## config.mk

```make
export PLATFORM = sky130hd
export DESIGN_NAME = vir_top
export DESIGN_NICKNAME = d
export VERILOG_FILES = /design/src/hw/vir_pkg.sv /design/src/hw/vir_prio_enc.sv /design/src/hw/vir_top.sv
export SDC_FILE = /design/constraint.sdc
export NUM_CORES = 1
export LEC_CHECK = 0
export BUFFER_PORTS_ARGS = -buffer_cell sky130_fd_sc_hd__buf_2
export CAP_MARGIN = 40
export CORE_MARGIN = 5
export CORE_UTILIZATION = 43
export CTS_CLUSTER_SIZE = 40
export DETAILED_ROUTE_END_ITERATION = 8
export GPL_ROUTABILITY_DRIVEN = 0
export PLACE_DENSITY = 0.91
export SLEW_MARGIN = 10
export SYNTH_ARGS = -nofsm -noshare
export SYNTH_HDL_FRONTEND = slang
export SYNTH_SLANG_ARGS = --single-unit
```

## constraint.sdc

```tcl
create_clock -name clock -period 2.5 [get_ports clock]
set_input_delay 0.5 -clock clock [delete_from_list [all_inputs] [get_ports clock]]
set_output_delay 0.5 -clock clock [all_outputs]
set_load 0.005 [all_outputs]
```

## src/hw/vir_pkg.sv

```systemverilog
// constants and types of the vectored interrupt router
// Operation
// - forward peripheral, port pin and nonmaskable requests to the core
// - maskable requests use vectored mechanism; controller supplies matching vector
// - vector index register is nine bits wide
// - page base register is sixteen bits, 16 MB table placement range
// - consecutive vectors are four bytes apart
// - each vector slot keeps a fourth byte beyond three address bytes
// - wide mode address is page base bits 15:1 joined to nine index bits
// - fixed priority; vector 040h highest, priority falls as vector rises
// - priorities 0 to 10 map vectors 040h to 068h, peripherals then unused
// - port B bits take 0A0h to 0BCh, port C from 0C0h
package vir_pkg;

  // ****************************************
  // vector layout
  // ****************************************
  localparam int VIR_IDX_W = 9;
  localparam int VIR_PAGE_W = 16;
  localparam int VIR_ADDR_W = 24;
  localparam int VIR_SLOT_BYTES = 4;
  localparam int VIR_SLOT_SHIFT = 2;
  localparam int VIR_NSRC = 35;
  localparam int VIR_PRIO_W = 6;
  localparam logic [VIR_IDX_W-1:0] VIR_VEC_BASE = 9'h040;
  localparam logic [VIR_IDX_W-1:0] VIR_VEC_LAST_INT = 9'h068;
  localparam logic [VIR_IDX_W-1:0] VIR_VEC_PORTB = 9'h0A0;
  localparam logic [VIR_IDX_W-1:0] VIR_VEC_PORTC = 9'h0C0;
  localparam int VIR_PRIO_PORTB = 24;
  localparam int VIR_N_INT = 11;
  localparam int VIR_N_PORT = 8;
  localparam logic [VIR_PAGE_W-1:0] VIR_PAGE_RST = 16'h0000;
  localparam logic [VIR_IDX_W-1:0] VIR_IDX_RST = 9'h000;

  // ****************************************
  // acknowledge sequencer states
  // ****************************************
  typedef enum logic [2:0]
  {
    VIR_IDLE = 3'b001,
    VIR_REQ = 3'b010,
    VIR_ACK = 3'b100
  } vir_state_t;

  // vector index of a priority level, four bytes per slot
  function automatic logic [VIR_IDX_W-1:0] vir_vec_of(input logic [VIR_PRIO_W-1:0] prio);
    logic [VIR_IDX_W-1:0] p;
    p = {3'b000, prio};
    vir_vec_of = VIR_VEC_BASE + (p << VIR_SLOT_SHIFT);
  endfunction : vir_vec_of

endpackage : vir_pkg

```

## src/hw/vir_prio_enc.sv

```systemverilog
// fixed priority encoder over pending maskable sources
`timescale 1ns/1ps
`default_nettype none
module vir_prio_enc
  import vir_pkg::*;
#(
  parameter int NSRC = VIR_NSRC
)
(
  // pending requests, bit index is priority
  input wire logic [NSRC-1:0] pend,
  // winner
  output logic any,
  output logic [VIR_PRIO_W-1:0] prio
);

  // lowest index wins
  always_comb
  begin
    any = 1'b0;
    prio = '0;
    for (int i = NSRC - 1; i >= 0; i--)
    begin
      if (pend[i])
      begin
        any = 1'b1;
        prio = VIR_PRIO_W'(i);
      end
    end
  end

endmodule : vir_prio_enc
`default_nettype wire

```

## src/hw/vir_top.sv

```systemverilog
// vectored interrupt router: request gathering, arbitration, vector build
`timescale 1ns/1ps
`default_nettype none
module vir_top
  import vir_pkg::*;
(
  // system
  input wire logic clock,
  input wire logic nrst,
  // on-chip peripheral requests: network rx, tx, sys, clock synth, flash, timers 0-3
  input wire logic [8:0] periph_irq,
  // port pin requests
  input wire logic [VIR_N_PORT-1:0] port_b_irq,
  input wire logic [2:0] port_c_irq,
  // nonmaskable request pin, active low
  input wire logic nmi_n,
  // core side configuration
  input wire logic [VIR_PAGE_W-1:0] page_base,
  input wire logic wide_address_mode,
  input wire logic int_ack,
  // core side requests
  output logic int_req,
  output logic nmi_req,
  // vector answer
  output logic vec_valid,
  output logic [VIR_IDX_W-1:0] vector_offset_reg,
  output logic [VIR_ADDR_W-1:0] vec_addr,
  output logic [7:0] vec_spare
);

  // ****************************************
  // request gathering
  // ****************************************
  wire logic [VIR_NSRC-1:0] pend;
  wire logic any;
  wire logic [VIR_PRIO_W-1:0] win_prio;
  wire logic [VIR_IDX_W-1:0] win_vec;
  wire logic [VIR_ADDR_W-1:0] win_addr;

  // unused slots 9,10 and 11..23 tied inactive
  assign pend = {port_c_irq, port_b_irq, 13'h0000, 2'b00, periph_irq};

  vir_prio_enc #(.NSRC(VIR_NSRC)) u_enc
  (
    .pend(pend),
    .any(any),
    .prio(win_prio)
  );

  assign win_vec = vir_vec_of(win_prio);
  // wide mode: page base 15:1 above nine index bits, else page low byte above index low byte
  assign win_addr = wide_address_mode ? {page_base[15:1], win_vec}
                                      : {8'h00, page_base[7:0], win_vec[7:0]};

  // ****************************************
  // acknowledge sequencer
  // ****************************************
  vir_state_t state_q;
  vir_state_t state_d;
  wire logic take_ack;

  // ack only counts in request state with a source still pending
  assign take_ack = (state_q == VIR_REQ) && int_ack && any;

  always_comb
  begin
    case (state_q)
      VIR_IDLE: state_d = any ? VIR_REQ : VIR_IDLE;
      VIR_REQ: state_d = take_ack ? VIR_ACK : (any ? VIR_REQ : VIR_IDLE);
      VIR_ACK: state_d = int_ack ? VIR_ACK : VIR_IDLE;
      default: state_d = VIR_IDLE;
    endcase
  end

  always_ff @(posedge clock)
  begin
    if (!nrst)
    begin
      state_q <= VIR_IDLE;
      int_req <= 1'b0;
      nmi_req <= 1'b0;
      vec_valid <= 1'b0;
      vector_offset_reg <= VIR_IDX_RST;
      vec_addr <= {VIR_PAGE_RST[15:1], VIR_IDX_RST};
      vec_spare <= 8'h00;
    end
    else
    begin
      state_q <= state_d;
      nmi_req <= ~nmi_n;
      int_req <= any;
      vec_valid <= take_ack;
      vec_spare <= 8'h00;
      if (take_ack)
      begin
        vector_offset_reg <= win_vec;
        vec_addr <= win_addr;
      end
    end
  end
endmodule : vir_top
`default_nettype wire

```

== Yosys cells after proc, flatten, opt, wreduce, memory -nomap -nowiden ==
Cells that the tools add are included.
Operators by class
  add/sub/neg operators: 1
  equal/unequal tests: 3
  muxes and demuxes: 45
  bitwise logic cells: 1
  reduce and logical (&&, ||, !) cells: 2
Operators by type and width (count)
  $mux W6: 20
  $mux W24: 1
  $mux W1: 20
  $add A7 B8 Y9 const A: 1
  $pmux W3 S3: 1
  $mux W3: 2
  $eq A3 B1 Y1 const B: 1
  $eq A3 B2 Y1 const B: 1
  $eq A3 B3 Y1 const B: 1
  $logic_and A1 B1 Y1: 2
  $mux W2: 1
  $not A1 Y1: 1
Word-level totals
  register bits after elaboration: 39
  bits of input ports: 41
  logic and storage cells: 58

== Logic depth before layout (Yosys ltp) ==
Gate-level depths: netlist (run 1).
  depth in word-level cells: 23
  gate-level depth with buffers: 6
  mapped depth without buffers: 6

== Modules after synthesis ==
From an unflattened synthesis (run 1), not the netlist that was laid out.
Unflattened totals
  cell total of the unflattened synthesis: 219
  area, all modules: 1751.7 um^2
Modules (own cells, without submodules)
  vir_top: instances 1, cells each 145, area an instance 1337.5 um^2, sequential area each 580.6 um^2
  vir_prio_enc: instances 1, cells each 74, area an instance 414.1 um^2, sequential area each 0.0 um^2

== Worst setup path before layout (run 1) ==
OpenSTA, ideal clock, no wires.
  path kind: input to register
  from: input port periph_irq[7]
  to: register vec_addr[10]
  library setup time: 121 ps
  arrival: 2141 ps
  data required time: 2379 ps
  setup slack: 238 ps
  cell stages on the path: 5
  path buffers: 1
  cell sequence: or4_4 -> or3_4 -> o31ai_4 -> buf_4 -> o21ai_0
Between the ends
  cells in the longest elaborated chain, start to end: 9
Ends and longest elaborated chain
  start: declaration: line vir_top.sv:11  | input wire logic [8:0] periph_irq,
  $mux W1 (8 in a row): line vir_prio_enc.sv:24  | if (pend[i])
  $logic_and A1 B1 Y1: line vir_top.sv:63  | assign take_ack = (state_q == VIR_REQ) && int_ack && any;
  end signal: assignment: line vir_top.sv:84  | vec_addr <= {VIR_PAGE_RST[15:1], VIR_IDX_RST};
  end signal: assignment: line vir_top.sv:97  | vec_addr <= win_addr;
  end: declaration: line vir_top.sv:27  | output logic [VIR_ADDR_W-1:0] vec_addr,
No other way between the ends.
A chain may end at the register's enable or synchronous reset.

== Worst setup path in the final report (run 1) ==
  from: input port periph_irq[7]
  to: register vec_addr[8]
Between the ends
  cells in the longest elaborated chain, start to end: 10
Ends and longest elaborated chain
  $mux W6 (8 in a row): line vir_prio_enc.sv:24
  $add A7 B8 Y9: line vir_pkg.sv:49  | vir_vec_of = VIR_VEC_BASE + (p << VIR_SLOT_SHIFT);
  via win_vec[8]: line vir_top.sv:37  | wire logic [VIR_IDX_W-1:0] win_vec;
  $mux W24: line vir_top.sv:52  | assign win_addr = wide_address_mode ? {page_base[15:1], win_vec}
The timed path passes the listed nets, and every way through them passes these cells.

==> metrics.md, run 1 <==
| Metric | Value |
|---|---|
| Worst R2R Setup Slack | 1.08 ns |
| CTS clk-pin slew, worst paths | 0.09 ns |
| Outcome | finished clean |
| Routed via count | 1457 |
| Syn_area_per_cell | 8.15 sq um |
| Max Fanout on Critical Path | 4 |
| Register share of total power | 46.8% |
| Synthesized cell area | 0.00148 sq mm |
| Crit. path cell count | 7 |
| FF+latch count, synth | 29 |
| # DRC | 0 |
| Synth cell types | 36 |
| Reg2Reg Launch Point | state_q[0]$_SDFF_PN1_ |
| Critical Path AT | 2.26 ns |
| Width of the die | 68.7 um |
| Worst setup margin | 0.472 ns |
| Total wire length | 3360 um |
| Worst Setup SP | periph_irq[7] |
| Logic gate share of total power | 16.6% |
| Io pins | 85 |
| Met2 Wirelength | 1590 um |
| Routed Antenna Nets | 0 |
| WL/cell | 11.4 um |
| Area of the multi-input gates | 723 sq um |
| Yosys Warn Count | 0 |
| Final Hold Vio Count | 0 |
| FILL cells | 336 |
| Worst R2R Path Depth | 5 |
| Max-cap violations | 0 |
| Worst path bufs/invs | 1 |
| Critical path type | in -> reg |
| Core box area | 0.00334 sq mm |
| Register area share after synthesis | 39.1% |
| GRT Total Usage | 14.2% |
| Largest net degree at the start of global routing | 43 |
| NetSw | 271 uW |
| CTS buffer count | 5 |
| Tmin final | 2.03 ns |
| Post-DP HPWL | 2610 um |
| EDFF count, synth | 0 |
| Cts repair resizes | 0 |
| CTS tree | built |
| Largest stage delay on the critical path | 0.54 ns |
| Commonest non-fill, non-tap cells in the layout | buf_2, nand3_1, dfxtp_1, o21ai_0, conb_1 |
| H-tree levels | 2 |
| Max FFs per register | 16 |
| Int Pwr | 807 uW |
| Max Used Layer | met4 |
| CP Capture Point | vec_addr[8]$_SDFFE_PN0P_ |
| Initial antenna violation count | 0 |
| RSZ-0062 raised after global routing | no |
| Starting density of the core | 44.5% |
| Wl on met1 | 1410 um |
| DP Worst Slack | 0.146 ns |
| Commonest non-fill, non-tap cell in the layout | buf_2 |
| First-pass GRT wire length | 5110 um |
| CTS Sinks | 29 |
| Clock share of power | 36.6% |
| Layout Nets | 289 |
| Final Max Tran Viols | 0 |
| VDD IR max | 0.000229 V |
| I/O Buffers | 72 |
| N_diodes | 0 |
| Crit path launch type | input pin |
| Die height | 68.7 um |
| Post-Route Skew | 0.00496 ns |
| Row Count | 21 |
| Fraction of layout cells with a size suffix above 1 | 35.1% |
| Worst skew pair latency | 0.32 ns |
| Final setup fails | 0 |
| Vias per inst | 4.96 |
| Vias in the first global route | 1232 |
| Sw frac | 25.1% |
| Root Buffer | clkbuf_4 |
| Initial DRC count | 126 |
| Top_reg_cell synth | dfxtp_1 |
| Mapped Cells | 182 |
| Layout Area Growth over Synthesis | 25.4% |
| Setup bufs post-CTS | 0 |
| CP Data Required Time | 2.73 ns |
| Reg-to-reg endpoint | vector_offset_reg[5]$_SDFFE_PN0P_ |
| Fin crit share | 81.1% |
| Async S/R FF share, synth | 0% |
| GRT Residual Overflow | 0 |
| HP Class | in -> reg |
| Register area | 581 sq um |
| Total negative slack | 0 ns |
| Clock Tree Buf Depth | 2 |
| PD cells | 579 mW/mm^2 |
| Drt pass-1 iters | 4 |
| F_max | 493 MHz |
| Slowest cell on crit path | or4_4 |
| Leakage Power | 0.863 nW |
| Hold_buf cts | 0 |
| Die ar. | 0.00473 sq mm |
| CP cell instances | buf_2 -> or4_4 -> or3_4 -> nor3b_1 -> ha_1 -> mux2i_1 -> o31ai_1 |
| CP endpoint kind | flip-flop |
| Met3 WL post-DR | 295 um |
| CP delay by family, top | simple AND/OR/NAND/NOR gates |
==> through the flow <==
step,total power [mW],std cells,hold WS (ns),utilization (%),cell area [sq um]
finish,1.08,294,0.336,55.8,1860
global route,1.13,294,0.329,55.8,1860
CTS,1.09,294,0.322,55.8,1860
detailed placement,0.693,286,0.448,53.2,1780
global placement,0.687,286,0.441,53.2,1780
floorplan,0.639,193,0.436,-,1530
==> cells by family (layout without fill, tap and decap cells) <==
logic type | after synthesis | after routing | share of synthesized area (%)
buffers and inverters | 33 | 88 | 14.9
AOI/OAI and AO/OA | 37 | 37 | 15.9
xor gates and xnor gates | 1 | 1 | 0.590
adders and majority gates | 1 | 1 | 0.843
muxes | 1 | 1 | 0.675
DFF | 29 | 29 | 39.1
other | 1 | 12 | 0.253
and+or+nand+nor | 79 | 79 | 27.7
==> cell usage after synthesis (2+ instances only) <==
cell type | instances | area (sq um)
clkbuf_1 | 2 | 7.51
o31ai_1 | 6 | 45.0
dfxtp_1 | 29 | 581
a21oi_1 | 5 | 25.0
or3_1 | 2 | 12.5
nor2b_1 | 2 | 12.5
or4_1 | 4 | 30.0
nand2_1 | 11 | 41.3
inv_1 | 5 | 18.8
nand2b_1 | 4 | 25.0
or2_2 | 2 | 12.5
nand3_1 | 31 | 155
nor3_1 | 8 | 40.0
o21ai_1 | 5 | 25.0
nor2_1 | 10 | 37.5
buf_2 | 3 | 15.0
buf_4 | 19 | 143
buf_6 | 3 | 33.8
o21ai_0 | 14 | 70.1
==> layout make-up <==
cell class | count | area share [%]
Timing Repair Buffer | 75 | 21.3
Inverter | 5 | 1.01
Tap cell | 46 | 3.09
Clock buffer | 7 | 2.96
Clock inverter | 1 | 1.61
Multi-Input combinational cell | 131 | 38.9
Sequential cell | 29 | 31.2
==> power groups by stage <==
stage | registers, mW | clock network [mW] | logic (mW)
final | 0.504 | 0.395 | 0.179
after floorplan | 0.514 | 0 | 0.126
after global placement | 0.513 | 0 | 0.174
after global routing | 0.508 | 0.424 | 0.202
after CTS | 0.504 | 0.406 | 0.179
after detailed placement | 0.515 | 0 | 0.178
==> worst min-delay path by stage <==
| stage | end | depth (start not counted) | slack (ns) | from |
|---|---|---|---|---|
| 6_report | nmi_req$_SDFF_PN0_ | 2 | 0.34 | nmi_n |
| 5_1_grt | nmi_req$_SDFF_PN0_ | 2 | 0.33 | nmi_n |
| 4_1_cts | nmi_req$_SDFF_PN0_ | 2 | 0.32 | nmi_n |
| 3_5_place_dp | vec_addr[23]$_SDFFE_PN0P_ | 2 | 0.45 | vec_addr[23]$_SDFFE_PN0P_ |
| 3_3_place_gp | vec_addr[23]$_SDFFE_PN0P_ | 2 | 0.44 | vec_addr[23]$_SDFFE_PN0P_ |
| 2_1_floorplan | state_q[1]$_SDFF_PN0_ | 1 | 0.44 | state_q[2]$_SDFF_PN0_ |
==> per-layer routing <==
layer	GRT usage [%]	vias to the layer above
li1	-	747
met1	16.7	652
met2	24.6	53
met3	2.59	5
met4	7.30	0
met5	0	-
No activity file was read; power rests on OpenSTA's default activity.
==> run 2: changes to the inputs <==
==> constraint.sdc (replaced) <==
create_clock -name clock -period 2 [get_ports clock]
set_input_delay 0.4 -clock clock [delete_from_list [all_inputs] [get_ports clock]]
set_output_delay 0.4 -clock clock [all_outputs]
set_load 0.005 [all_outputs]
==> run 2 against run 1 <==
  * Register-to-register slack got worse by 0.53 ns
  * Sequential cell count unchanged
  * Core utilization increased by 5.1 points
  * Non-clock buffer count increased by 21
  * Final area increased by 9.2%
  * Critical path depth unchanged
  * Via count increased by 7.3%
  * Highest routed layer unchanged
==> metrics.md, run 2 (synthesized netlist as in run 1, its figures left out) <==
| Metric | Value |
|---|---|
| N_diodes | 0 (unchanged) |
| CTS clk-pin slew, worst paths | 0.09 ns (about the same) |
| Fin crit share | 93.7% |
| Vias per inst | 4.96 (about the same) |
| Worst path bufs/invs | 2 (was 1) |
| CP cell instances | buf_2 -> or4_4 -> or3_4 -> o31ai_4 -> buf_4 -> nand3_1 -> o21ai_1 (was buf_2 -> or4_4 -> or3_4 -> nor3b_1 -> ha_1 -> mux2i_1 -> o31ai_1) |
| Critical path type | in -> reg (unchanged) |
| Total wire length | 3850 um (was 3360 um) |
| Clock Tree Buf Depth | 2 (unchanged) |
| Routed via count | 1563 (was 1457) |
| I/O Buffers | 72 (unchanged) |
| CP endpoint kind | flip-flop (unchanged) |
| Worst R2R Path Depth | 5 (unchanged) |
| Final setup fails | 0 (unchanged) |
| Vias in the first global route | 1479 (was 1232) |
| Total power | 1.23 mW (was 1.08 mW) |
| Initial antenna violation count | 0 (unchanged) |
| F_max | 534 MHz |
| Final core occ | 60.9% (was 55.8%) |
| Max FFs per register | 16 (unchanged) |
| Critical Path AT | 2.15 ns (was 2.26 ns) |
| # DRC | 0 (unchanged) |
| Routed Antenna Nets | 0 (unchanged) |
| Final Max Tran Viols | 0 (unchanged) |
| Root Buffer | clkbuf_4 (unchanged) |
| Commonest non-fill, non-tap cells in the layout | buf_2, dfxtp_1, nand3_1, buf_4, o21ai_1 (was buf_2, nand3_1, dfxtp_1, o21ai_0, conb_1) |
| Tmin final | 1.87 ns |
| Placed Area | 0.00198 sq mm (was 0.00178 sq mm) |
| Width of the die | 68.7 um (unchanged) |
| Register area | 581 sq um (unchanged) |
| H-tree levels | 2 (unchanged) |
| Max Fanout on Critical Path | 14 (was 4) |
| Core box area | 0.00334 sq mm (unchanged) |
| Row Count | 21 (unchanged) |
| Commonest non-fill, non-tap cell in the layout | buf_2 (unchanged) |
| Worst Max-Slew Pin Slew | 0.479 ns |
| Final cell count without fillers | 315 (was 294) |
| Starting density of the core | 44.5% (unchanged) |
| Hold WS | 0.202 ns (was 0.336 ns) |
| RSZ-0062 raised after global routing | no (unchanged) |
| Slowest cell on crit path | or4_4 (unchanged) |
| CP delay by family, top | simple AND/OR/NAND/NOR gates (unchanged) |
| Total negative slack | 0 ns (unchanged) |
| Die height | 68.7 um (unchanged) |
| HP Class | in -> reg (unchanged) |
| Max-cap violations | 0 (unchanged) |
| Worst setup margin | 0.127 ns (was 0.472 ns) |
| Die ar. | 0.00473 sq mm (unchanged) |
| Post-Route Skew | 0.0100 ns (was 0.00496 ns) |
| Worst Setup SP | periph_irq[7] (unchanged) |
| Worst R2R Setup Slack | 0.55 ns (was 1.08 ns) |
| DP Worst Slack | -0.266 ns (was 0.146 ns) |
| First-pass GRT wire length | 5980 um (was 5110 um) |
| Outcome | finished clean (unchanged) |
| FILL cells | 316 (was 336) |
| Layout Nets | 310 (was 289) |
| Post-DP HPWL | 3070 um (was 2610 um) |
| Leakage Power | 0.949 nW (was 0.863 nW) |
| Drt pass-1 iters | 4 (unchanged) |
| Reg-to-reg endpoint | vector_offset_reg[5]$_SDFFE_PN0P_ (unchanged) |
| Crit path launch type | input pin (unchanged) |
| Hold_sp | nmi_n (unchanged) |
| PD cells | 604 mW/mm^2 (was 579 mW/mm^2) |
| Largest stage delay on the critical path | 0.53 ns (was 0.54 ns) |
| DP Cell Count | 307 (was 286) |
| Slew headroom | 67.3% |
| Initial DRC count | 91 (was 126) |
| GRT Residual Overflow | 0 (unchanged) |
| Area of the multi-input gates | 771 sq um (was 723 sq um) |
| Largest net degree at the start of global routing | 43 (unchanged) |
| Fraction of layout cells with a size suffix above 1 | 43.5% (was 35.1%) |
| WL/cell | 12.2 um (was 11.4 um) |
| Reg2Reg Launch Point | state_q[0]$_SDFF_PN1_ (unchanged) |
| CP Capture Point | vec_addr[22]$_SDFFE_PN0P_ (was vec_addr[8]$_SDFFE_PN0P_) |
| CP Data Required Time | 2.28 ns (was 2.73 ns) |
| CTS tree | built (unchanged) |
| Final Hold Vio Count | 0 (unchanged) |
| CTS Sinks | 29 (unchanged) |
| GRT Total Usage | 17.2% (was 14.2%) |
| VDD IR max | 0.000253 V (was 0.000229 V) |
| Crit. path cell count | 7 (unchanged) |
| Io pins | 85 (unchanged) |
| Worst skew pair latency | 0.34 ns (was 0.32 ns) |
| CTS buffer count | 5 (unchanged) |
| Layout Area Growth over Synthesis | 36.9% (was 25.4%) |
| Finished Cell Area | 0.00203 sq mm (was 0.00186 sq mm) |
==> run 2: changes by cell type in the layout (fill, tap and decap cells not counted), moves of 2 or more <==
cell	delta
clkinv_2	+2
buf_4	+21
nand3_1	-8
o21ai_0	-11
o21ai_1	+11
nand3_2	+8
==> run 2: what timing repair did <==
| action | CTS | global route |
|---|---|---|
| setup buffers | 0 | 0 |
| endpoints found under the setup margin | 0 | 1 |
| hold endpoints to repair | 0 | 0 |
| hold buffers | 0 | 0 |
| gates resized for setup | 0 | 1 |
==> run 2: cell type report <==
class,instances,area share (%)
Tap cell,46,2.83
Timing Repair Buffer,96,27.2
Sequential cell,29,28.6
Clock buffer,6,2.03
Multi-Input combinational cell,131,37.9
Clock inverter,2,0.493
Inverter,5,0.924
==> run 2: worst min-delay path by stage <==
| stage | to | slack, ns | cells past startpoint |
|---|---|---|---|
| final | nmi_req$_SDFF_PN0_ | 0.20 | 2 |
| after global routing | nmi_req$_SDFF_PN0_ | 0.20 | 2 |
| after CTS | nmi_req$_SDFF_PN0_ | 0.18 | 2 |
| after detailed placement | vec_addr[17]$_SDFFE_PN0P_ | 0.45 | 2 |
| after global placement | vec_addr[20]$_SDFFE_PN0P_ | 0.44 | 2 |
| after floorplan | state_q[1]$_SDFF_PN0_ | 0.44 | 1 |
==> run 2: worst reg2reg max path: stages, from the launching register on <==
cell      delay, ns
dfxtp_1        0.35
nand2b_1       0.21
nor2_1         0.20
o31ai_4        0.12
buf_4          0.20
o41ai_1        0.28
==> run 2: metal layers <==
| layer | up-vias | global-route usage (%) | wire [um] |
|---|---|---|---|
| met5 | - | 0 | 0 |
| met4 | 0 | 10.9 | 106 |
| met3 | 10 | 4.86 | 453 |
| met2 | 83 | 30.0 | 1820 |
| met1 | 676 | 18.0 | 1470 |
| li1 | 794 | - | - |
==> run 2: power by group <==
part	internal (mW)	leakage, nW	switching [mW]	total [mW]
Clock	0.133	0.0320	0.201	0.334
Combinational	0.126	0.682	0.135	0.262
Sequential	0.608	0.235	0.0235	0.632
==> run 3: changes to the inputs <==
==> constraint.sdc (replaced) <==
create_clock -name clock -period 2 [get_ports clock]
set_input_delay 0.2 -clock clock [delete_from_list [all_inputs] [get_ports clock]]
set_output_delay 0.2 -clock clock [all_outputs]
set_load 0.005 [all_outputs]
==> run 3 against run 2 <==
  * Wire length shrank 9.5%
  * Clock skew shrank 0.0031 ns
  * Clock power is essentially flat
  * Combinational power shrank 11%
  * Final area shrank 6.6%
  * Critical endpoint is now vec_addr[8]$_SDFFE_PN0P_
  * Register-to-register slack is essentially flat
==> metrics.md, run 3 (synthesized netlist as in run 1, its figures left out) <==
| Metric | Value |
|---|---|
| Hold_sp | nmi_n (unchanged) |
| VDD IR max | 0.000242 V (was 0.000253 V) |
| Largest net degree at the start of global routing | 43 (unchanged) |
| WL/cell | 11.5 um (was 12.2 um) |
| PD cells | 629 mW/mm^2 (was 604 mW/mm^2) |
| GRT Residual Overflow | 0 (unchanged) |
| Slowest cell on crit path | or4_4 (unchanged) |
| Outcome | finished clean (unchanged) |
| Fin crit share | 86.6% (was 93.7%) |
| Worst R2R Path Depth | 5 (unchanged) |
| Worst skew pair latency | 0.32 ns (was 0.34 ns) |
| HP Class | in -> reg (unchanged) |
| Starting density of the core | 44.5% (unchanged) |
| Hold_buf cts | 0 (unchanged) |
| N_diodes | 0 (unchanged) |
| Worst Setup SP | periph_irq[7] (unchanged) |
| GRT Total Usage | 14.7% (was 17.2%) |
| Post-Route Skew | 0.00693 ns (was 0.0100 ns) |
| Io pins | 85 (unchanged) |
| Drt pass-1 iters | 6 (was 4) |
| Layout Nets | 298 (was 310) |
| CTS buffer count | 5 (unchanged) |
| Post-DP HPWL | 2710 um (was 3070 um) |
| I/O Buffers | 72 (unchanged) |
| Commonest non-fill, non-tap cells in the layout | buf_2, nand3_1, dfxtp_1, o21ai_0, conb_1 (was buf_2, dfxtp_1, nand3_1, buf_4, o21ai_1) |
| Clock Tree Buf Depth | 2 (unchanged) |
| Met1 Use GR | 17.3% (was 18.0%) |
| CP delay by family, top | simple AND/OR/NAND/NOR gates (unchanged) |
| Top Usage Layer GRT | met2 (unchanged) |
| Root Buffer | clkbuf_4 (unchanged) |
| Die ar. | 0.00473 sq mm (unchanged) |
| Width of the die | 68.7 um (unchanged) |
| Initial DRC count | 92 (was 91) |
| Routed Antenna Nets | 0 (unchanged) |
| H-tree levels | 2 (unchanged) |
| Vias in the first global route | 1245 (was 1479) |
| Leakage Power | 0.890 nW (was 0.949 nW) |
| Final Hold Vio Count | 0 (unchanged) |
| Reg-to-reg endpoint | vector_offset_reg[5]$_SDFFE_PN0P_ (unchanged) |
| Final setup fails | 0 (unchanged) |
| Layout Area Growth over Synthesis | 27.9% (was 36.9%) |
| Commonest non-fill, non-tap cell in the layout | buf_2 (unchanged) |
| Core box area | 0.00334 sq mm (unchanged) |
| Placed Area | 0.00184 sq mm (was 0.00198 sq mm) |
| Worst R2R Setup Slack | 0.56 ns (was 0.55 ns) |
| CTS clk-pin slew, worst paths | 0.09 ns (about the same) |
| Vias per inst | 4.87 (was 4.96) |
| M2 GR Usage | 24.7% (was 30.0%) |
| Fraction of layout cells with a size suffix above 1 | 37.7% (was 43.5%) |
| Total negative slack | 0 ns (unchanged) |
| # DRC | 0 (unchanged) |
| Worst path bufs/invs | 2 (unchanged) |
| CTS tree | built (unchanged) |
| Cts repair resizes | 0 (unchanged) |
| FILL cells | 325 (was 316) |
| Area of the multi-input gates | 723 sq um (was 771 sq um) |
| Row Count | 21 (unchanged) |
| RSZ-0062 raised after global routing | no (unchanged) |
| Critical Path AT | 1.96 ns (was 2.15 ns) |
| Tmin final | 1.73 ns (was 1.87 ns) |
| CP endpoint kind | flip-flop (unchanged) |
| Critical path type | in -> reg (unchanged) |
| CP Data Required Time | 2.23 ns (was 2.28 ns) |
| Hold Path End | nmi_req$_SDFF_PN0_ (unchanged) |
| CP cell instances | buf_2 -> or4_4 -> or3_4 -> o31ai_4 -> buf_12 -> nand3_1 -> o31ai_1 (was buf_2 -> or4_4 -> or3_4 -> o31ai_4 -> buf_4 -> nand3_1 -> o21ai_1) |
| Crit path launch type | input pin (unchanged) |
| Max FFs per register | 16 (unchanged) |
| Worst Hold Path Cells | 2 (unchanged) |
| Max-cap violations | 0 (unchanged) |
| Largest stage delay on the critical path | 0.53 ns (about the same) |
| Reg2Reg Launch Point | state_q[0]$_SDFF_PN1_ (unchanged) |
| Total wire length | 3480 um (was 3850 um) |
| Setup bufs post-CTS | 0 (unchanged) |
| F_max | 578 MHz (was 534 MHz) |
| Max Fanout on Critical Path | 38 (was 14) |
| Finished Cell Area | 0.00190 sq mm (was 0.00203 sq mm) |
| Routed via count | 1477 (was 1563) |
| M3 GR Usage | 4.21% (was 4.86%) |
| Die height | 68.7 um (unchanged) |
| Register area | 581 sq um (unchanged) |
| First-pass GRT wire length | 5280 um (was 5980 um) |
| CTS Sinks | 29 (unchanged) |
| Initial antenna violation count | 0 (unchanged) |
| Final Max Tran Viols | 0 (unchanged) |
[run 3: power by group]
part	switching (mW)	leakage, nW	internal (mW)	total, mW
clock	0.199	0.0310	0.132	0.332
sequential	0.0210	0.235	0.608	0.629
combinational	0.122	0.623	0.112	0.234
[run 3: worst max path at each step]
stage / cells after the start / endpoint / slack, ns
2_1_floorplan: 5 / vec_addr[10]$_SDFFE_PN0P_ / 0.04
3_3_place_gp: 7 / vec_addr[8]$_SDFFE_PN0P_ / -0.03
3_5_place_dp: 7 / vec_addr[8]$_SDFFE_PN0P_ / -0.06
4_1_cts: 7 / vec_addr[8]$_SDFFE_PN0P_ / 0.28
5_1_grt: 7 / vec_addr[11]$_SDFFE_PN0P_ / 0.23
6_report: 7 / vec_addr[8]$_SDFFE_PN0P_ / 0.27
[run 3: metrics by stage]
step                      setup WS (ns)  power, mW  instances  hold WS [ns]  util, %
after global placement          -0.0302      0.869        295         0.360     55.2
after floorplan                  0.0379      0.799        193         0.272        -
after CTS                         0.281       1.21        303        0.0157     56.9
final                             0.269       1.19        303        0.0316     56.9
after detailed placement        -0.0581      0.876        295         0.365     55.2
after global routing              0.225       1.28        303       0.00915     56.9
[run 3: cell type report]
cell class                      instances  share of cell area [%]
Clock inverter                          3                   0.923
Inverter                                5                   0.989
Clock buffer                            5                    1.98
Timing Repair Buffer                   84                    24.4
Tap cell                               46                    3.03
Sequential cell                        29                    30.6
Multi-Input combinational cell        131                    38.1
[run 3: worst register-to-register path, stage by stage, from the launching register on]
cell,delay [ns]
dfxtp_1,0.34
nand2b_1,0.20
nor2_1,0.23
o31ai_4,0.13
buf_4,0.18
o41ai_1,0.27
[run 3: layer usage]
layer	up-vias	wire, um
met2	57	1620
met3	7	355
met5	-	0
li1	767	-
met4	0	57
met1	646	1450
